## config.mk

```make
export PLATFORM = sky130hd
export DESIGN_NAME = sasl_top
export DESIGN_NICKNAME = d
export VERILOG_FILES = /design/src/rtl/sasl_pkg.sv /design/src/rtl/sasl_sar.sv /design/src/rtl/sasl_top.sv
export SDC_FILE = /design/constraint.sdc
export NUM_CORES = 1
export LEC_CHECK = 0
export BUFFER_PORTS_ARGS = -buffer_cell sky130_fd_sc_hd__buf_4
export CAP_MARGIN = 0
export CORE_ASPECT_RATIO = 1.5
export CORE_MARGIN = 2
export CORE_UTILIZATION = 57
export DETAILED_ROUTE_END_ITERATION = 12
export HOLD_SLACK_MARGIN = 0.15
export PLACE_DENSITY = 0.87
export SYNTH_ARGS = -nofsm -noshare
export SYNTH_HDL_FRONTEND = slang
export SYNTH_SLANG_ARGS = --single-unit
```

## constraint.sdc

```tcl
create_clock -name i_clk -period 2.65 [get_ports i_clk]
set_input_delay 0.53 -clock i_clk [delete_from_list [all_inputs] [get_ports i_clk]]
set_output_delay 0.53 -clock i_clk [all_outputs]
set_load 0.01 [all_outputs]
```

## src/rtl/sasl_pkg.sv

```systemverilog
/*
 * Shared constants and types for the shared-line serial converter sampler.
 * Assumes a single 100 MHz system clock; all serial pins are asynchronous.
 */
package sasl_pkg;

   // Result width and code layout
   localparam int          RES_BITS     = 10;
   localparam logic [9:0]  SAR_FIRST    = 10'h200;
   localparam logic [9:0]  CODE_ZERO    = 10'h000;
   localparam logic [3:0]  MSB_IDX      = 4'h9;

   // Configuration word positions after the start bit (rising-edge count)
   localparam logic [3:0]  CFG_SGL_POS  = 4'h0;
   localparam logic [3:0]  CFG_POL_POS  = 4'h1;
   localparam logic [3:0]  CFG_DUM_POS  = 4'h2;

   // Falling edges after the start (or after chip select, fixed variant)
   // on which the hold begins and the data line is taken over
   localparam logic [3:0]  HOLD_FALL_MUX = 4'h4;
   localparam logic [3:0]  HOLD_FALL_FIX = 4'h2;

   // Rising-edge count in the output phase: 0 is the second null bit,
   // 1 .. 10 carry the result MSB first
   localparam logic [3:0]  OUT_FIRST    = 4'h1;
   localparam logic [3:0]  OUT_LAST     = 4'hA;

   // Analog selector encodings
   localparam logic [1:0]  SEL_CH0      = 2'h0;
   localparam logic [1:0]  SEL_CH1      = 2'h1;
   localparam logic [1:0]  SEL_GND      = 2'h2;

   typedef enum logic [2:0] {
      ST_SHUTDOWN,
      ST_HUNT,
      ST_CONFIG,
      ST_TRACK,
      ST_XFER
   } sasl_state_t;

endpackage

```

## src/rtl/sasl_sar.sv

```systemverilog
/*
 * Successive-approximation register for the 10-bit conversion.
 * Assumes i_comp is already synchronised and reflects the trial code
 * presented on o_trial well before each step request.
 */
`timescale 1ns/1ps

module sasl_sar
(
   // Clock and reset
   input  wire logic       i_clk,
   input  wire logic       i_rst,
   // Control
   input  wire logic       i_start,
   input  wire logic       i_step,
   input  wire logic       i_comp,
   // Status
   output logic [9:0]      o_trial,
   output logic            o_done
);

   logic [9:0] code;
   logic [3:0] idx;
   logic       busy;
   logic [9:0] next_code;
   logic [3:0] next_idx;
   logic       next_busy;
   logic       next_done;

   always_comb
   begin
      next_code = code;
      next_idx  = idx;
      next_busy = busy;
      next_done = 1'b0;
      if (i_start)
      begin
         next_code = sasl_pkg::SAR_FIRST;
         next_idx  = sasl_pkg::MSB_IDX;
         next_busy = 1'b1;
      end
      else if (i_step && busy)
      begin
         // Comparator high means input is at or above the trial: keep the bit
         next_code[idx] = i_comp;
         if (idx == 4'h0)
         begin
            next_busy = 1'b0;
            next_done = 1'b1;
         end
         else
         begin
            next_idx            = idx - 4'h1;
            next_code[idx-4'h1] = 1'b1;
         end
      end
   end

   always_ff @(posedge i_clk)
   begin
      if (i_rst)
      begin
         code   <= sasl_pkg::CODE_ZERO;
         idx    <= 4'h0;
         busy   <= 1'b0;
         o_done <= 1'b0;
      end
      else
      begin
         code   <= next_code;
         idx    <= next_idx;
         busy   <= next_busy;
         o_done <= next_done;
      end
   end

   assign o_trial = code;

endmodule

```

## src/rtl/sasl_top.sv

```systemverilog
/*
 * Serial control and sequencing of a 10-bit SAR converter whose data input
 * and result output may share one wire. Holds the start-bit search,
 * configuration capture, sample window, hold, SAR stepping and result shift.
 * Assumes chip select, shift clock, data-in and comparator are asynchronous
 * pins, each far slower than the 100 MHz system clock.
 */
`timescale 1ns/1ps

module sasl_top
#(
   parameter bit MUXED = 1'b1
)
(
   // Clock and reset
   input  wire logic       i_clk,
   input  wire logic       i_rst,
   // Serial pins
   input  wire logic       i_cs_n,
   input  wire logic       i_sclk,
   input  wire logic       i_data_in,
   output logic            o_data_out,
   output logic            o_data_oe,
   // Analog front end
   input  wire logic       i_comp,
   output logic            o_powered,
   output logic            o_sample,
   output logic [1:0]      o_pos_sel,
   output logic [1:0]      o_neg_sel,
   output logic [9:0]      o_dac_trial,
   // Result
   output logic [9:0]      o_result,
   output logic            o_result_valid
);

   // Two-stage synchronisers; stage one is read only by stage two
   logic [3:0] sync1;
   logic [3:0] sync2;
   logic       sclk_prev;

   always_ff @(posedge i_clk)
   begin
      if (i_rst)
      begin
         sync1     <= 4'hF;
         sync2     <= 4'hF;
         sclk_prev <= 1'b1;
      end
      else
      begin
         sync1     <= {i_cs_n, i_sclk, i_data_in, i_comp};
         sync2     <= sync1;
         sclk_prev <= sync2[2];
      end
   end

   logic cs_n;
   logic din;
   logic comp;
   logic rise;
   logic fall;

   assign cs_n = sync2[3];
   assign din  = sync2[1];
   assign comp = sync2[0];
   assign rise = sync2[2] & ~sclk_prev;
   assign fall = ~sync2[2] & sclk_prev;

   // SAR engine
   logic       sar_start;
   logic       sar_step;
   logic [9:0] sar_trial;
   logic       sar_done;

   sasl_sar u_sar
   (
      .i_clk   (i_clk),
      .i_rst   (i_rst),
      .i_start (sar_start),
      .i_step  (sar_step),
      .i_comp  (comp),
      .o_trial (sar_trial),
      .o_done  (sar_done)
   );

   sasl_pkg::sasl_state_t state;
   sasl_pkg::sasl_state_t next_state;
   logic [3:0] cnt;
   logic [3:0] next_cnt;
   logic       sgl;
   logic       next_sgl;
   logic       pol;
   logic       next_pol;
   logic       next_sample;
   logic       next_data_out;
   logic       next_data_oe;
   logic [1:0] next_pos_sel;
   logic [1:0] next_neg_sel;
   logic [9:0] next_result;
   logic       next_result_valid;

   always_comb
   begin
      next_state        = state;
      next_cnt          = cnt;
      next_sgl          = sgl;
      next_pol          = pol;
      next_sample       = o_sample;
      next_data_out     = o_data_out;
      next_data_oe      = o_data_oe;
      next_result       = o_result;
      next_result_valid = 1'b0;
      sar_start         = 1'b0;
      sar_step          = 1'b0;

      if (sar_done)
      begin
         next_result       = sar_trial;
         next_result_valid = 1'b1;
      end

      if (cs_n)
      begin
         // Deselected: abort, release the line, ignore clock and data
         next_state    = sasl_pkg::ST_SHUTDOWN;
         next_sample   = 1'b0;
         next_data_oe  = 1'b0;
         next_data_out = 1'b0;
         next_cnt      = 4'h0;
      end
      else
      begin
         case (state)
            sasl_pkg::ST_SHUTDOWN:
            begin
               next_cnt = 4'h0;
               if (MUXED)
                  next_state = sasl_pkg::ST_HUNT;
               else
               begin
                  // Fixed variant tracks from chip select fall
                  next_state  = sasl_pkg::ST_TRACK;
                  next_sample = 1'b1;
               end
            end
            sasl_pkg::ST_HUNT:
               if (rise && din)
               begin
                  next_state = sasl_pkg::ST_CONFIG;
                  next_cnt   = 4'h0;
               end
            sasl_pkg::ST_CONFIG:
               if (rise)
               begin
                  next_cnt = cnt + 4'h1;
                  if (cnt == sasl_pkg::CFG_SGL_POS)
                     next_sgl = din;
                  if (cnt == sasl_pkg::CFG_POL_POS)
                  begin
                     next_pol    = din;
                     next_sample = 1'b1;
                  end
                  if (cnt == sasl_pkg::CFG_DUM_POS)
                     next_state = sasl_pkg::ST_TRACK;
               end
            sasl_pkg::ST_TRACK:
               if (fall)
               begin
                  next_cnt = cnt + 4'h1;
                  // Mux variant: count already holds the three word rises
                  if ((MUXED && (cnt + 4'h1) == sasl_pkg::HOLD_FALL_MUX)
                      || (!MUXED && (cnt + 4'h1) == sasl_pkg::HOLD_FALL_FIX))
                  begin
                     next_state    = sasl_pkg::ST_XFER;
                     next_sample   = 1'b0;
                     sar_start     = 1'b1;
                     next_data_oe  = 1'b1;
                     next_data_out = 1'b0;
                     next_cnt      = 4'h0;
                  end
               end
            sasl_pkg::ST_XFER:
            begin
               if (fall)
                  sar_step = 1'b1;
               if (rise)
               begin
                  if (cnt != 4'hF)
                     next_cnt = cnt + 4'h1;
                  if (cnt >= sasl_pkg::OUT_FIRST && cnt <= sasl_pkg::OUT_LAST)
                     next_data_out = sar_trial[sasl_pkg::OUT_LAST - cnt];
                  else
                     next_data_out = 1'b0;
               end
            end
            default:
               next_state = sasl_pkg::ST_SHUTDOWN;
         endcase
      end
   end

   // Input pairing follows the mode and polarity bits; the fixed variant is CH0 against CH1 except in reset, which loads CH0 against ground
   always_comb
   begin
      if (!MUXED)
      begin
         next_pos_sel = sasl_pkg::SEL_CH0;
         next_neg_sel = sasl_pkg::SEL_CH1;
      end
      else if (next_sgl)
      begin
         next_pos_sel = next_pol ? sasl_pkg::SEL_CH1 : sasl_pkg::SEL_CH0;
         next_neg_sel = sasl_pkg::SEL_GND;
      end
      else
      begin
         next_pos_sel = next_pol ? sasl_pkg::SEL_CH1 : sasl_pkg::SEL_CH0;
         next_neg_sel = next_pol ? sasl_pkg::SEL_CH0 : sasl_pkg::SEL_CH1;
      end
   end

   always_ff @(posedge i_clk)
   begin
      if (i_rst)
      begin
         state          <= sasl_pkg::ST_SHUTDOWN;
         cnt            <= 4'h0;
         sgl            <= 1'b1;
         pol            <= 1'b0;
         o_sample       <= 1'b0;
         o_data_out     <= 1'b0;
         o_data_oe      <= 1'b0;
         o_pos_sel      <= sasl_pkg::SEL_CH0;
         o_neg_sel      <= sasl_pkg::SEL_GND;
         o_result       <= sasl_pkg::CODE_ZERO;
         o_result_valid <= 1'b0;
         o_powered      <= 1'b0;
         o_dac_trial    <= sasl_pkg::CODE_ZERO;
      end
      else
      begin
         state          <= next_state;
         cnt            <= next_cnt;
         sgl            <= next_sgl;
         pol            <= next_pol;
         o_sample       <= next_sample;
         o_data_out     <= next_data_out;
         o_data_oe      <= next_data_oe;
         o_pos_sel      <= next_pos_sel;
         o_neg_sel      <= next_neg_sel;
         o_result       <= next_result;
         o_result_valid <= next_result_valid;
         o_powered      <= ~cs_n;
         o_dac_trial    <= sar_trial;
      end
   end

endmodule

```

==> flow_metrics.py <==
metrics = {
    "floorplanning": {
        "coreArea_um2": 4810,
        "pin_count": 35,
        "die_w_um": 61.4,
        "rows": 31,
        "die_area_um2": 5530,
        "die_y_um": 90.1,
        "start_util": 0.586,
    },
    "power_and_ir_drop": {
        "clockPowerShare": 0.510,
        "ir_drop_v": 0.000386,
        "pwr-share-seq": 0.474,
        "internal-power_mw": 1.59,
        "powerDensity_nw_per_um2": 592,
        "combPwrFrac": 0.016,
        "sw_frac_of_total": 0.192,
        "p_leak_nw": 1.33,
        "power.switching_mw": 0.377,
        "p_total_mw": 1.96,
    },
    "clock_tree": {
        "cts-root-buf": "clkbuf_8",
        "cts_tree": "built",
        "clk_path_buf_depth": 2,
        "clk_pin_slew_ns": 0.06,
        "postCtsSetupBuffers": 0,
        "clock-sinks": 61,
        "clock_latency_ns": 0.34,
        "cts_hold_buf": 0,
        "cts_buffers": 9,
        "cts-htree-levels": 3,
        "ctsResizeCount": 0,
    },
    "synthesis": {
        "avgSynthCellArea_um2": 9.11,
        "syn_inst": 309,
        "synth_area_leaders": "dfxtp_1 (43%), mux2i_1 (7.5%), ha_1 (5.8%), nor2b_1 (4.4%), nor2_1 (3.9%)",
        "synth_area_um2": 2820,
        "yosysTopAreaCellShare": 0.434,
        "synth_cell_types": 52,
        "yosysSeqAreaShare": 0.434,
        "yosys_most_used_dff": "dfxtp_1",
        "syn-num-nets": 328,
        "async_reset_ff_frac": 0,
        "synth_edf_count": 0,
        "synth_top_cell_by_area": "dfxtp_1",
        "ys_ff_latch": 61,
        "ys.warnings.count": 0,
    },
    "layout": {
        "filler_cell_count": 399,
        "ff_latch_area_um2": 1220,
        "fin_area_um2": 3320,
        "final_cell_mix": "dfxtp_1 (61), buf_4 (35), nor2_1 (29), nand2_1 (24)",
        "final_util": 0.690,
        "fin_cells": 408,
        "multi_input_area_um2": 1470,
        "area_delta_synth_final_pct": 17.8,
        "final_common_cell": "dfxtp_1",
        "diodes": 0,
        "finalNetCount": 356,
        "layout-drive-gt1-share": 0.205,
    },
    "timing": {
        "period_share": 0.898,
        "fin_tns_setup_ns": 0,
        "whs_ns": 0.374,
        "setup_violations": 0,
        "hold_violations": 0,
        "fin_crit_ns": 2.38,
        "grt_setup_unrepaired": "false",
        "slew_violations": 0,
        "tightest_slew_ns": 0.681,
        "slew_headroom": 0.545,
        "fin_skew_ns": 0.00684,
        "fmax_mhz": 420,
        "fin_ws_ns": 0.271,
    },
    "placement": {
        "pre_cts_ws_ns": 0.337,
        "routabilityCongestion": 0.969,
        "port_buffers": 33,
        "placed_cells": 392,
        "place_area_um2": 3080,
        "dp_hpwl_um": 4200,
    },
    "min_path": {
        "hold_path_depth": 2,
        "hp-class": "in -> reg",
    },
    "grt": {
        "first_global_vias": 2098,
        "grt_overflow": 0,
        "grt_pass1_wl_um": 10100,
        "track_usage": 0.246,
        "antenna_found_initial": 0,
        "grt_max_degree": 40,
    },
    "detailed_routing": {
        "viasPerCell": 5.74,
        "wl_per_cell_um": 15.3,
        "drtIter0Drc": 191,
        "post-route-drc-count": 0,
        "dr_total_vias": 2340,
        "wirelength_um": 6240,
        "ant_nets": 0,
        "dr.pass1.iters": 5,
    },
    "worst_setup_path": {
        "path_class": "reg -> reg",
        "cp-start-kind": "register",
        "critPathArrivalTime_ns": 2.58,
        "worstPathRequired_ns": 2.85,
        "crit_path_max_fanout": 12,
        "r2r_cells": 7,
        "end_kind": "register",
    },
    "flow_run": {
        "max_cap_violations": 0,
    },
    "run_status": {
        "run_status": "finished, final reports clean",
    },
}
per-layer routing:
layer / wire length, um / GRT usage / part of all wire
met1: 2480 / 0.281 / 0.40
met5: 0 / 0 / 0
met4: 196 / 0.103 / 0.031
met2: 3280 / 0.408 / 0.52
met3: 293 / 0.0777 / 0.047
registers in the layout (all words and copies together) (netlist names), 2 cells and up:
name           count
state              3
o_neg_sel          2
sync1              4
u_sar.idx          4
o_result          10
sync2              4
o_dac_trial       10
u_sar.o_trial     10
cnt                4
synth_stat cells (all sizes together), types with 3 or more instances:
cell    count
nand4       4
nand2      24
dfxtp      61
nand3b      5
a211oi      3
nand2b      6
nand3       8
nor3        6
inv        10
a31oi       8
buf         9
or2        12
ha         13
nor2       29
o21ai       5
nor2b      20
a21oi      21
mux2i      21
clkbuf      9
critical path, cell delays in order, from the launching register on:
cell and delay (ns):
dfxtp_1 0.42, ha_1 0.33, nor2b_1 0.19, a32o_1 0.19
nand3_1 0.13, or3_1 0.48, nand2b_1 0.41, a211oi_1 0.09
cell type report:
| cell class | count | area share |
|---|---|---|
| Sequential cell | 61 | 0.368 |
| Timing Repair Buffer | 35 | 0.0792 |
| Multi-Input combinational cell | 220 | 0.444 |
| Clock buffer | 12 | 0.0438 |
| Inverter | 10 | 0.0113 |
| Tap cell | 66 | 0.0249 |
| Clock inverter | 4 | 0.0287 |
kinds of logic (layout without fill, tap and decap cells):
kind of cell / Yosys count / in the layout / synth area share
multiplexers: 25 / 25 / 0.0986
other: 1 / 1 / 0.00133
buffers and inverters: 28 / 61 / 0.0435
AO/OA/AOI/OAI: 52 / 52 / 0.120
AND/OR/NAND/NOR: 128 / 128 / 0.242
flip-flops: 61 / 61 / 0.434
XOR/XNOR: 1 / 1 / 0.00311
adder cells (fa/ha/maj): 13 / 13 / 0.0578
final timing paths:
kind,startpoint,end,slack [ns]
max,cnt[0],u_sar.idx[1],0.27
min,i_data_in,sync1[1],0.37
max reg2reg,cnt[0],u_sar.idx[1],0.27
min reg2reg,sync1[2],sync2[2],0.41
power by group through the flow:
stage	registers, mW	logic, mW	clock network (mW)
after floorplan	0.947	0.0251	0
after global placement	0.950	0.0302	0
after detailed placement	0.950	0.0310	0
after CTS	0.930	0.0312	1.01
after global routing	0.930	0.0339	1.06
final	0.930	0.0311	1.00
Note: power is estimated with default switching activity, not from simulation.
